`src/verilog/dec_pkg.sv`:
```
// constants shared by the dual event counter and gate measurement block
// assumes a single 10 MHz system clock and a synchronous active-low reset
package dec_pkg;
  ////////////////////////////////////////////////////////////////////////////
  // clock and timing
  localparam int CLK_PERIOD_NS = 100;         // sys_clk period
  localparam int FILT_STEP_NS  = 200000;      // one filter step, 0.2 ms
  localparam int FILT_STEP_CYC = FILT_STEP_NS / CLK_PERIOD_NS; // cycles per step
  localparam int FILT_MAX_MS   = 25;          // longest filter time
  localparam int FILT_MAX_STEPS = (FILT_MAX_MS * 1000000) / FILT_STEP_NS; // 125
  localparam int FILT_STEPS_W  = 7;           // width of the step setting
  ////////////////////////////////////////////////////////////////////////////
  // counters and time base
  localparam int CNT_W         = 16;          // event and gate counter width
  localparam int TB_RATES      = 9;           // selectable time base rates
  localparam int TB_SEL_W      = 4;           // width of the rate select
  localparam int TB_DIV_W      = TB_RATES - 1; // divider width, 2^8 slowest
  localparam int NUM_CH        = 2;           // input channels
  ////////////////////////////////////////////////////////////////////////////
  // reset values
  localparam logic [CNT_W-1:0]    CNT_RST = 16'h0000;
  localparam logic [TB_DIV_W-1:0] DIV_RST = 8'h00;
  // gate measurement states
  typedef enum logic [0:0] {GM_IDLE, GM_RUN} dec_gate_e;
endpackage : dec_pkg
```
`src/verilog/dec_chan_if.sv`:
```
// carrier of one filtered input channel between the filter and the counters
// assumes both ends run on sys_clk
interface dec_chan_if;
  logic level; // filtered input level
  logic rise;  // one-cycle pulse on accepted rising edge
  logic fall;  // one-cycle pulse on accepted falling edge
  modport src (output level, output rise, output fall);
  modport snk (input level, input rise, input fall);
endinterface : dec_chan_if

```
`src/verilog/dec_counter.sv`:
```
// two event counters and one gate measurement unit behind two field inputs
// assumes field pins are asynchronous and config inputs are stable on sys_clk
//
// Functional notes
// - one 16-bit wrapping rising-edge counter per input
// - one gate unit, source input one or two
// - gate times rising edge to following falling edge
// - gate counts one of nine halving time bases
// - input filter 0-25 ms in 0.2 ms steps
module dec_counter
  import dec_pkg::*;
#(
  parameter int STEP_CYC = FILT_STEP_CYC // cycles per 0.2 ms filter step
)(
  input  wire logic                    sys_clk,
  input  wire logic                    nrst,
  input  wire logic                    in1,
  input  wire logic                    in2,
  input  wire logic                    gate_src,
  input  wire logic [TB_SEL_W-1:0]     tb_sel,
  input  wire logic [FILT_STEPS_W-1:0] filt_steps,
  output logic      [CNT_W-1:0]        evt_cnt1,
  output logic      [CNT_W-1:0]        evt_cnt2,
  output logic      [CNT_W-1:0]        gate_result,
  output logic                         gate_done,
  output logic                         gate_busy,
  output logic                         level1,
  output logic                         level2
);
  if (STEP_CYC < 1) begin : g_chk
    $error("dec_counter: STEP_CYC must be at least one");
  end

  ////////////////////////////////////////////////////////////////////////////
  // input filters
  // each pin has its own synchroniser and filter; the step setting is
  // shared, so both inputs always see the same filter time
  dec_chan_if ch1 ();
  dec_chan_if ch2 ();

  dec_in_filter #(.STEP_CYC(STEP_CYC)) u_f1 (
    .sys_clk (sys_clk),
    .nrst    (nrst),
    .pin     (in1),
    .steps   (filt_steps),
    .ch      (ch1)
  );

  dec_in_filter #(.STEP_CYC(STEP_CYC)) u_f2 (
    .sys_clk (sys_clk),
    .nrst    (nrst),
    .pin     (in2),
    .steps   (filt_steps),
    .ch      (ch2)
  );

  // enable of the selected time base rate
  function automatic logic tb_tick(input logic [TB_DIV_W-1:0] div,
                                   input logic [TB_SEL_W-1:0] sel);
    logic [TB_DIV_W-1:0] mask;
    logic [TB_SEL_W-1:0] s;
    s    = (sel > TB_SEL_W'(TB_RATES - 1)) ? TB_SEL_W'(TB_RATES - 1) : sel;
    mask = TB_DIV_W'((9'h001 << s) - 9'h001);
    return (div & mask) == mask;
  endfunction : tb_tick

  ////////////////////////////////////////////////////////////////////////////
  // event counters
  // counters wrap silently; readers take differences modulo 2^16
  logic [CNT_W-1:0] next_evt1;
  logic [CNT_W-1:0] next_evt2;

  // count accepted rising edges, wrapping at 16 bits
  always_comb
  begin
    next_evt1 = evt_cnt1;
    next_evt2 = evt_cnt2;
    if (ch1.rise)
    begin
      next_evt1 = evt_cnt1 + CNT_W'(1);
    end
    if (ch2.rise)
    begin
      next_evt2 = evt_cnt2 + CNT_W'(1);
    end
  end

  // registers
  always_ff @(posedge sys_clk)
  begin
    if (!nrst)
    begin
      evt_cnt1 <= CNT_RST;
      evt_cnt2 <= CNT_RST;
    end
    else
    begin
      evt_cnt1 <= next_evt1;
      evt_cnt2 <= next_evt2;
    end
  end

  ////////////////////////////////////////////////////////////////////////////
  // time base divider
  // free-runs from reset, so the first tick of a measurement may fall
  // anywhere in its period: a result is good to within one tick
  logic [TB_DIV_W-1:0] div;
  logic [TB_DIV_W-1:0] next_div;
  logic                tb_en;

  // free running divider, halving per select step
  always_comb
  begin
    next_div = div + TB_DIV_W'(1);
    tb_en    = tb_tick(div, tb_sel);
  end

  always_ff @(posedge sys_clk)
  begin
    if (!nrst)
    begin
      div <= DIV_RST;
    end
    else
    begin
      div <= next_div;
    end
  end

  ////////////////////////////////////////////////////////////////////////////
  // gate measurement
  // a source switch while timing drops the pulse rather than mixing the
  // edges of two inputs; the last good result stays on gate_result
  dec_gate_e        st;          // gate state
  dec_gate_e        next_st;
  logic [CNT_W-1:0] gcnt;        // running gate count
  logic [CNT_W-1:0] next_gcnt;
  logic [CNT_W-1:0] next_result;
  logic             next_done;
  logic             next_busy;   // busy level for next cycle
  logic             src_q;       // source seen last cycle
  logic             g_rise;      // selected edges
  logic             g_fall;

  // pulse timing state machine
  always_comb
  begin
    g_rise      = gate_src ? ch2.rise : ch1.rise;
    g_fall      = gate_src ? ch2.fall : ch1.fall;
    next_st     = st;
    next_gcnt   = gcnt;
    next_result = gate_result;
    next_done   = 1'b0;
    case (st)
      GM_IDLE:
      begin
        // wait for rising edge of the source
        if (g_rise)
        begin
          next_st   = GM_RUN;
          next_gcnt = CNT_RST;
        end
      end
      GM_RUN:
      begin
        if (src_q != gate_src)
        begin
          // source switched mid pulse: drop it
          next_st = GM_IDLE;
        end
        else if (g_fall)
        begin
          // pulse ended: publish and hold result
          next_st     = GM_IDLE;
          next_result = gcnt;
          next_done   = 1'b1;
        end
        else if (tb_en && gcnt != {CNT_W{1'b1}})
        begin
          // saturate so an overlong pulse reads as full scale
          next_gcnt = gcnt + CNT_W'(1);
        end
      end
      default:
      begin
        next_st = GM_IDLE;
      end
    endcase
    // busy follows the state that the machine is about to enter,
    // so it rises and falls in the same cycle as the state itself
    next_busy = (next_st == GM_RUN);
  end

  // registers
  always_ff @(posedge sys_clk)
  begin
    if (!nrst)
    begin
      st          <= GM_IDLE;
      gcnt        <= CNT_RST;
      gate_result <= CNT_RST;
      gate_done   <= 1'b0;
      gate_busy   <= 1'b0;
      src_q       <= 1'b0;
      level1      <= 1'b0;
      level2      <= 1'b0;
    end
    else
    begin
      st          <= next_st;
      gcnt        <= next_gcnt;
      gate_result <= next_result;
      gate_done   <= next_done;
      gate_busy   <= next_busy;
      src_q       <= gate_src;
      level1      <= ch1.level;
      level2      <= ch2.level;
    end
  end
endmodule : dec_counter

```
`src/verilog/dec_in_filter.sv`:
```
// input synchroniser and software filter for one field input
// assumes an asynchronous pin input and a step setting held by the system
module dec_in_filter
  import dec_pkg::*;
#(
  parameter int STEP_CYC = FILT_STEP_CYC, // cycles per filter step
  parameter int FILT_W   = 18             // width of the settle counter
)(
  input  wire logic                    sys_clk,
  input  wire logic                    nrst,
  input  wire logic                    pin,
  input  wire logic [FILT_STEPS_W-1:0] steps,
  dec_chan_if.src                      ch
);
  // refuse a counter too narrow for the longest filter
  if (FILT_MAX_STEPS * STEP_CYC >= 2 ** FILT_W) begin : g_chk
    $error("dec_in_filter: FILT_W too small");
  end

  ////////////////////////////////////////////////////////////////////////////
  logic [2:0]        sync;        // three-stage pin synchroniser
  logic [2:0]        next_sync;   // next synchroniser value
  logic              lvl;         // accepted level
  logic              next_lvl;
  logic              rise_q;      // edge pulses
  logic              next_rise;
  logic              fall_q;
  logic              next_fall;
  logic [FILT_W-1:0] cnt;         // time the new level has stood
  logic [FILT_W-1:0] next_cnt;
  logic [FILT_W-1:0] limit;       // cycles needed to accept a change
  logic [FILT_STEPS_W-1:0] st;    // clamped step setting

  ////////////////////////////////////////////////////////////////////////////
  // settle logic: a change counts once stages two and three agree
  always_comb
  begin
    st = (steps > FILT_STEPS_W'(FILT_MAX_STEPS)) ? FILT_STEPS_W'(FILT_MAX_STEPS) : steps;
    limit     = FILT_W'(st) * FILT_W'(STEP_CYC);
    next_sync = {sync[1:0], pin};
    next_lvl  = lvl;
    next_cnt  = cnt;
    next_rise = 1'b0;
    next_fall = 1'b0;
    if (sync[1] != sync[2] || sync[2] == lvl)
    begin
      // unsettled or no change: restart the filter time
      next_cnt = '0;
    end
    else if (cnt >= limit)
    begin
      // change stood long enough: accept it
      next_lvl  = sync[2];
      next_rise = sync[2];
      next_fall = ~sync[2];
      next_cnt  = '0;
    end
    else
    begin
      next_cnt = cnt + FILT_W'(1);
    end
  end

  // registers
  always_ff @(posedge sys_clk)
  begin
    if (!nrst)
    begin
      sync   <= 3'h0;
      lvl    <= 1'b0;
      cnt    <= '0;
      rise_q <= 1'b0;
      fall_q <= 1'b0;
    end
    else
    begin
      sync   <= next_sync;
      lvl    <= next_lvl;
      cnt    <= next_cnt;
      rise_q <= next_rise;
      fall_q <= next_fall;
    end
  end

  assign ch.level = lvl;
  assign ch.rise  = rise_q;
  assign ch.fall  = fall_q;
endmodule : dec_in_filter

```
`config.mk`:
```
export PLATFORM = sky130hd
export DESIGN_NAME = dec_counter
export DESIGN_NICKNAME = d
export VERILOG_FILES = /design/src/verilog/dec_pkg.sv /design/src/verilog/dec_chan_if.sv /design/src/verilog/dec_counter.sv /design/src/verilog/dec_in_filter.sv
export SDC_FILE = /design/constraint.sdc
export NUM_CORES = 1
export LEC_CHECK = 0
export ABC_CLOCK_PERIOD_IN_PS = 5240
export CORE_MARGIN = 4
export CORE_UTILIZATION = 50
export CTS_CLUSTER_DIAMETER = 80
export CTS_CLUSTER_SIZE = 24
export DETAILED_ROUTE_END_ITERATION = 10
export DONT_BUFFER_PORTS = 1
export PLACE_DENSITY_LB_ADDON = 0.2
export RECOVER_POWER = 100
export SLEW_MARGIN = 20
export SYNTH_ARGS = -nofsm -noshare
export SYNTH_HDL_FRONTEND = slang
export SYNTH_SLANG_ARGS = --single-unit
```
`constraint.sdc`:
```
create_clock -name sys_clk -period 5.24 [get_ports sys_clk]
set_clock_uncertainty 0.1 [all_clocks]
set_input_delay 0.262 -clock sys_clk [delete_from_list [all_inputs] [get_ports sys_clk]]
set_output_delay 0.262 -clock sys_clk [all_outputs]
set_load 0.01 [all_outputs]
```
==> impl_metrics.json, run 1 <==
{
  "cts_root_buffer": "clkbuf_16",
  "dpl.cell_count": 997,
  "cts_buffer_depth": 2,
  "synthCells": 808,
  "core_um2": 14000,
  "hp-start": "nrst",
  "final_nets": 946,
  "vias": 5554,
  "final.setup.tns_ns": 0,
  "clk_latency_ns": 0.41,
  "p_leak_nw": 3.45,
  "place.gp.congestion": 0.824,
  "crit_path_cell_trace": "ha_4 -> o2111ai_4 -> nand2_2 -> inv_2 -> fa_1 -> inv_1 -> fa_1 -> fa_1 -> fa_1 -> inv_2 -> ha_4 -> o21ai_2 -> o31ai_4 -> a21o_1 -> a21oi_2 -> xor2_2 -> ha_1 -> o21a_1 -> a21oi_2 -> o211ai_1 -> a221oi_4 -> nand3_4 -> buf_12 -> nor2_2",
  "area_growth_pct": 16.0,
  "drv_cap": 1,
  "h-tree-depth": 4,
  "min_delay_path_depth": 3,
  "slew_headroom": -0.671,
  "synth_edf_count": 0,
  "yosysWarnings": 0,
  "clk_pin_slew_worst_paths_ns": 0.05,
  "startpoint_type": "input pin",
  "port_buffers": 0,
  "async_reset_ff_frac": 0,
  "cp_common_cell": "fa_1",
  "multiInputGateArea_um2": 4530,
  "cp_max_fo": 18,
  "reg2reg_depth": 7,
  "ys.flop_type": "dfxtp_1",
  "synthTopCellsByArea": "dfxtp_1 (35%), ha_1 (12%), nor2_1 (5.7%), xor2_1 (5.4%), fa_1 (4.7%)",
  "drive_gt1_frac": 0.145,
  "cp_data_required_time_ns": 5.49,
  "hold_end": "u_f1.cnt[1]",
  "ys_seq_elements": 125,
  "grt_max_degree": 59,
  "hold_path_class": "in2reg",
  "drt-initial-drc-count": 193,
  "endpoint_kind": "flip-flop",
  "die_h_um": 128,
  "tightest_slew_ns": 2.51,
  "antenna_found_initial": 1,
  "slew_viol_final": 59,
  "cts_buffers": 17,
  "r2r_setup_slack_ns": 2.45,
  "finalSetupViolations": 0,
  "gr-total-overflow": 0,
  "fillers": 1167,
  "grt_usage": 0.189,
  "power_density_nw_per_um2": 388,
  "finalHoldViolCount": 0,
  "crit_arrival_ns": 5.33,
  "finalNonFillerCells": 1038,
  "yosysTopAreaCell": "dfxtp_1",
  "final_area_um2": 8400,
  "firstDrtPassIters": 4,
  "fin_crit_sh": 0.969,
  "synth_area_um2": 7240,
  "wl_per_cell_um": 14.6,
  "reg2reg_to": "gcnt[1]",
  "failed_checks": "max-capacitance violations, max-slew violations",
  "dieArea_um2": 16500,
  "cts_tree": "yes",
  "routed_wirelength_mm": 15.1,
  "dp_hpwl_mm": 11.4,
  "ys_seq_area_frac": 0.346,
  "register_area_um2": 2500,
  "ir_worst_vdd_v": 0.000272,
  "syn_avg_cell_area_um2": 8.96,
  "whs_ns": 0.0479,
  "finalCriticalPeriod_ns": 5.08,
  "place_area_um2": 7660,
  "start_util": 0.516,
  "rsz0062_at_grt": "yes",
  "die_w_um": 128,
  "status": "finished with violations",
  "syn-num-nets": 910,
  "rows": 43,
  "timing.fmax_mhz": 197,
  "ios": 68,
  "synth_cell_type_count": 58,
  "ant_nets": 0,
  "vias_per_cell": 5.35,
  "drc": 0,
  "slowest_delay_ns": 0.51,
  "crit_path_top_delay_cell": "fa_1",
  "crit_type": "in2reg",
  "regToRegStartpoint": "gcnt[3]",
  "cts.sinks": 125,
  "grt_pass1_vias": 5555,
  "synth_top_area_frac": 0.346,
  "grt_pass1_wl_mm": 25.5
}
per-stage QoR:
stage | worst slack, ns | total power, W | utilization
5_1_grt | -0.0793 | 0.00347 | 0.598
3_5_place_dp | -0.533 | 0.00198 | 0.546
6_report | 0.161 | 0.00326 | 0.598
4_1_cts | 0.0341 | 0.00317 | 0.593
2_1_floorplan | -0.218 | 0.00168 | -
3_3_place_gp | -0.265 | 0.00194 | 0.546
worst max-delay path: cells and delay by family:
| family | cells | cell delay, ns |
|---|---|---|
| fa+ha+maj | 7 | 2.66 |
| compound gates | 9 | 1.53 |
| buf+inv | 4 | 0.35 |
| simple gates | 3 | 0.33 |
| xor+xnor | 1 | 0.18 |
registers in the layout (all words and copies together) (netlist names), 3 cells and up:
| register | count |
|---|---|
| evt_cnt2 | 16 |
| u_f1.sync | 3 |
| u_f2.sync | 3 |
| div | 8 |
| u_f2.cnt | 18 |
| evt_cnt1 | 16 |
| gcnt | 16 |
| gate_result | 16 |
| u_f1.cnt | 18 |
cell families (layout without fill, tap and decap cells):
logic type,Yosys count,count (layout),share of synthesized area
xor+xnor,76,76,0.0919
compound gates,95,95,0.0921
flops,125,125,0.346
mux,20,20,0.0276
other cells,0,1,0
fa+ha+maj,86,86,0.166
buf+inv,83,132,0.0475
simple gates,323,323,0.229
layout by cell type, fill, tap and decap left out, types with 17 or more instances in the layout:
master and instances:
clkbuf_16 17, buf_4 32, xor2_1 44, nand2_1 46, nand3_1 45, nor2_2 21, a21oi_1 27, xnor2_1 29
o21ai_0 22, mux2i_1 20, nor2_1 108, fa_1 17, and3_1 19, inv_1 57, dfxtp_1 125, ha_1 65
layer usage:
metal / track usage / wire length (µm) / vias up
li1: - / - / 2828
met1: 0.224 / 6640 / 2634
met2: 0.335 / 7710 / 78
met3: 0.0502 / 607 / 14
met4: 0.0556 / 162 / 0
met5: 0 / 0 / -
synthesized netlist by cell type (all sizes together), types with 2 or more instances:
| cell | count |
|---|---|
| nand2 | 47 |
| a311oi | 3 |
| o21ai | 29 |
| nor3 | 12 |
| ha | 69 |
| or4 | 6 |
| dfxtp | 125 |
| o211ai | 5 |
| nor3b | 3 |
| or2 | 4 |
| clkbuf | 12 |
| mux2i | 20 |
| and3 | 19 |
| fa | 17 |
| o2111ai | 2 |
| nor4 | 3 |
| buf | 10 |
| nor4b | 2 |
| o21a | 2 |
| nor2 | 129 |
| nand2b | 5 |
| xor2 | 45 |
| a21oi | 32 |
| and4 | 7 |
| o31ai | 3 |
| nand3 | 47 |
| xnor2 | 31 |
| inv | 61 |
| and2 | 12 |
| a21o | 4 |
| nand4 | 11 |
| a211oi | 6 |
| nor2b | 3 |
| or3 | 11 |
area by class of cell:
class | instances | share of cell area
multi-input combinational | 600 | 0.540
sequential | 125 | 0.298
clock buffer | 21 | 0.0524
timing repair buffer | 39 | 0.0386
inverter | 61 | 0.0273
tap | 180 | 0.0268
clock inverter | 11 | 0.0170
antenna | 1 | 0.000298
where the power goes:
group	internal (W)	switching [W]	total, W
sequential	0.000955	0.00000373	0.000959
combinational	0.000539	0.000601	0.00114
clock	0.000746	0.000416	0.00116
total	0.00224	0.00102	0.00326
what timing repair did:
| item | 4_1_cts | 5_1_grt |
|---|---|---|
| pin swaps | 2 | 14 |
| hold buffers | 4 | 0 |
| buffers inserted | 3 | 1 |
| endpoints found under the hold margin | 16 | 0 |
| setup endpoints to repair | 36 | 42 |
| gates resized for setup | 1 | 16 |
worst max-delay path by stage:
| stage | startpoint | endpoint | slack, ns | cells after the start |
|---|---|---|---|---|
| 2_1_floorplan | filt_steps[5] | u_f2.cnt[13] | -0.22 | 23 |
| 3_3_place_gp | filt_steps[3] | u_f2.cnt[12] | -0.26 | 23 |
| 3_5_place_dp | filt_steps[5] | u_f1.cnt[6] | -0.53 | 23 |
| 4_1_cts | filt_steps[5] | u_f1.cnt[14] | 0.03 | 23 |
| 5_1_grt | filt_steps[3] | u_f2.cnt[16] | -0.08 | 24 |
| 6_report | filt_steps[3] | u_f2.cnt[16] | 0.16 | 24 |
No activity file was read; power rests on OpenSTA's default activity.
==> run 2: changes to the inputs <==
- SYNTH_HIERARCHICAL: unset -> 1
==> run 2 against run 1 <==
Against the previous run: the flow still finishes with violations (max-capacitance violations, max-slew violations); critical path depth unchanged; global-route usage decreased by 1.5 points; maximum frequency decreased by 0.97%; routed wire length increased by 13%; non-clock buffer count increased by 37; highest routed layer is now met5.
==> impl_metrics.json, run 2 <==
{
  "final_nets": 1173,
  "drive_gt1_frac": 0.175,
  "cts_buffer_depth": 2,
  "fillers": 1421,
  "h-tree-depth": 4,
  "final_cell_mix": "dfxtp_1 (125), inv_1 (95), ha_1 (93), nor2_1 (85), buf_4 (65)",
  "finalSetupViolations": 0,
  "endpoint_kind": "flip-flop",
  "area_growth_pct": 20.9,
  "cp_data_required_time_ns": 5.48,
  "ys.flop_type": "dfxtp_1",
  "netlist_top_cells_count": "dfxtp_1 (125), ha_1 (105), inv_1 (101), nor2_1 (101), nand2_1 (48)",
  "yosysWarnings": 6,
  "synth_cell_type_count": 59,
  "firstDrtPassIters": 4,
  "dp_hpwl_mm": 12.4,
  "reg2reg_depth": 4,
  "whs_ns": 0.0343,
  "drc": 0,
  "rows": 47,
  "crit_arrival_ns": 5.37,
  "ys_seq_area_frac": 0.295,
  "hold_end": "u_f1/cnt[1]",
  "grt_max_degree": 31,
  "hp-start": "nrst",
  "hold_path_class": "in2reg",
  "finalNonFillerCells": 1251,
  "syn_avg_cell_area_um2": 8.99,
  "ios": 68,
  "r2r_setup_slack_ns": 1.84,
  "start_util": 0.511,
  "startpoint_type": "input pin",
  "synthTopCellsByArea": "dfxtp_1 (30%), ha_1 (15%), fa_1 (8.0%), xor2_1 (4.6%), inv_1 (4.5%)",
  "grt_pass1_vias": 6193,
  "status": "finished with violations",
  "n_antenna_cell": 0,
  "synthCells": 943,
  "finalHoldViolCount": 0,
  "die_h_um": 138,
  "p_leak_nw": 4.49,
  "fin_util": 0.618,
  "rsz0062_at_grt": "yes",
  "routed_wirelength_mm": 17.0,
  "clk_latency_ns": 0.40,
  "ir_worst_vdd_v": 0.000301,
  "syn-num-nets": 1098,
  "cts_buffers": 17,
  "yosysTopAreaCell": "dfxtp_1",
  "ant_nets": 0,
  "gr-total-overflow": 0,
  "async_reset_ff_frac": 0,
  "finalCriticalPeriod_ns": 5.13,
  "vias_per_cell": 5.30,
  "cts_tree": "yes",
  "crit_type": "in2reg",
  "place.gp.congestion": 0.767,
  "dieArea_um2": 19100,
  "vias": 6625,
  "reg2reg_to": "gate_result[9]",
  "timing.fmax_mhz": 195,
  "cts.sinks": 125,
  "yosys.cell_count.top_type": "dfxtp_1",
  "final_common_cell": "dfxtp_1",
  "cp_max_fo": 6,
  "reg.largest.list": "u_f1/cnt x18, u_f2/cnt x18",
  "synth_area_um2": 8480,
  "tightest_slew_ns": 3.00,
  "core_um2": 16600,
  "ys_seq_elements": 125,
  "min_delay_path_depth": 2,
  "port_buffers": 0,
  "failed_checks": "max-capacitance violations, max-slew violations",
  "wl_per_cell_um": 13.6,
  "drv_cap": 1,
  "die_w_um": 138,
  "synth_edf_count": 0,
  "clk_pin_slew_worst_paths_ns": 0.06,
  "drt-initial-drc-count": 151,
  "grt_usage": 0.174,
  "slew_headroom": -1.02,
  "antenna_found_initial": 1,
  "dpl.cell_count": 1199,
  "regToRegStartpoint": "src_q",
  "fin_crit_sh": 0.979,
  "cts_root_buffer": "clkbuf_16",
  "synth_top_area_frac": 0.295,
  "final.setup.tns_ns": 0,
  "power_density_nw_per_um2": 374,
  "grt_pass1_wl_mm": 28.5,
  "slew_viol_final": 18
}
[run 2: cell count changes in the layout (fill, tap and decap cells not counted), moves of 11 or more]
cell     change
ha_1        +28
or4_1       +11
inv_1       +38
nor2_1      -23
o31ai_1     +11
nand3_1     -12
buf_4       +33
fa_1        +17
a21o_1      +13
[run 2: routing by layer]
| layer | part of all wire | wire (µm) | track usage |
|---|---|---|---|
| met2 | 0.49 | 8300 | 0.291 |
| met3 | 0.038 | 647 | 0.0445 |
| met1 | 0.46 | 7920 | 0.226 |
| met4 | 0.0091 | 155 | 0.0421 |
| met5 | 0.00076 | 13 | 0 |
[run 2: timing repair]
item	in CTS	in global routing
setup endpoints to repair	0	42
resized for setup	0	39
setup buffers	0	10
endpoints found under the hold margin	15	9
hold buffers	4	1
[run 2: critical path, cell delays in order]
cell and delay (ns):
ha_4 0.14, o2111ai_4 0.14, nand2_2 0.11, inv_2 0.05, fa_1 0.56, inv_1 0.06
fa_1 0.46, fa_1 0.48, fa_1 0.50, inv_2 0.04, ha_4 0.26, o21a_1 0.17
o21ai_2 0.07, a211oi_2 0.26, nor4_2 0.07, a311oi_2 0.28, ha_1 0.29, and4_4 0.16
a31oi_1 0.11, o21ai_1 0.09, a211oi_2 0.18, buf_4 0.20, mux2_4 0.31, a21boi_2 0.12
[run 2: area by class of cell]
| cell class | count | area [µm²] | area share |
|---|---|---|---|
| multi-input combinational | 697 | 5800 | 0.566 |
| sequential | 125 | 2500 | 0.244 |
| timing repair buffer | 76 | 634 | 0.0619 |
| clock buffer | 18 | 439 | 0.0428 |
| inverter | 101 | 379 | 0.0370 |
| tap | 220 | 275 | 0.0269 |
| clock inverter | 14 | 216 | 0.0211 |
[run 2: cell families (layout without fill, tap and decap cells)]
kind of cell    after synthesis  count (layout)  share of synthesized area
fa+ha+maj                   139             139                      0.235
mux                          21              21                     0.0249
compound gates              127             127                     0.0997
flops                       125             125                      0.295
simple gates                328             330                      0.204
xor+xnor                     80              80                     0.0826
buf+inv                     123             209                     0.0583
[run 2: worst max-delay path by stage]
stage                        from            end  slack [ns]  cells past startpoint
floorplan           filt_steps[3]  u_f1/ch.level       -0.12                     22
global placement    filt_steps[3]  u_f1/ch.level       -0.31                     26
detailed placement  filt_steps[3]  u_f1/ch.level       -0.38                     24
CTS                 filt_steps[3]  u_f1/ch.level        0.04                     24
global route        filt_steps[3]   u_f2/cnt[11]       -0.14                     25
finish              filt_steps[3]  u_f1/ch.level        0.11                     24
[run 2: per-stage QoR]
| step | total power, W | instance area [µm²] | worst slack (ns) |
|---|---|---|---|
| 3_3_place_gp | 0.00248 | 9230 | -0.313 |
| 6_report | 0.00383 | 10300 | 0.111 |
| 5_1_grt | 0.00414 | 10300 | -0.143 |
| 4_1_cts | 0.00380 | 9930 | 0.0403 |
| 3_5_place_dp | 0.00250 | 9230 | -0.380 |
| 2_1_floorplan | 0.00206 | 8630 | -0.119 |
[run 2: report_power, final]
| group | switching (W) | internal [W] | leakage [nW] |
|---|---|---|---|
| registers | 0.00000380 | 0.000955 | 1.01 |
| logic | 0.000778 | 0.000816 | 3.16 |
| clock network | 0.000422 | 0.000858 | 0.320 |
| total | 0.00120 | 0.00263 | 4.49 |
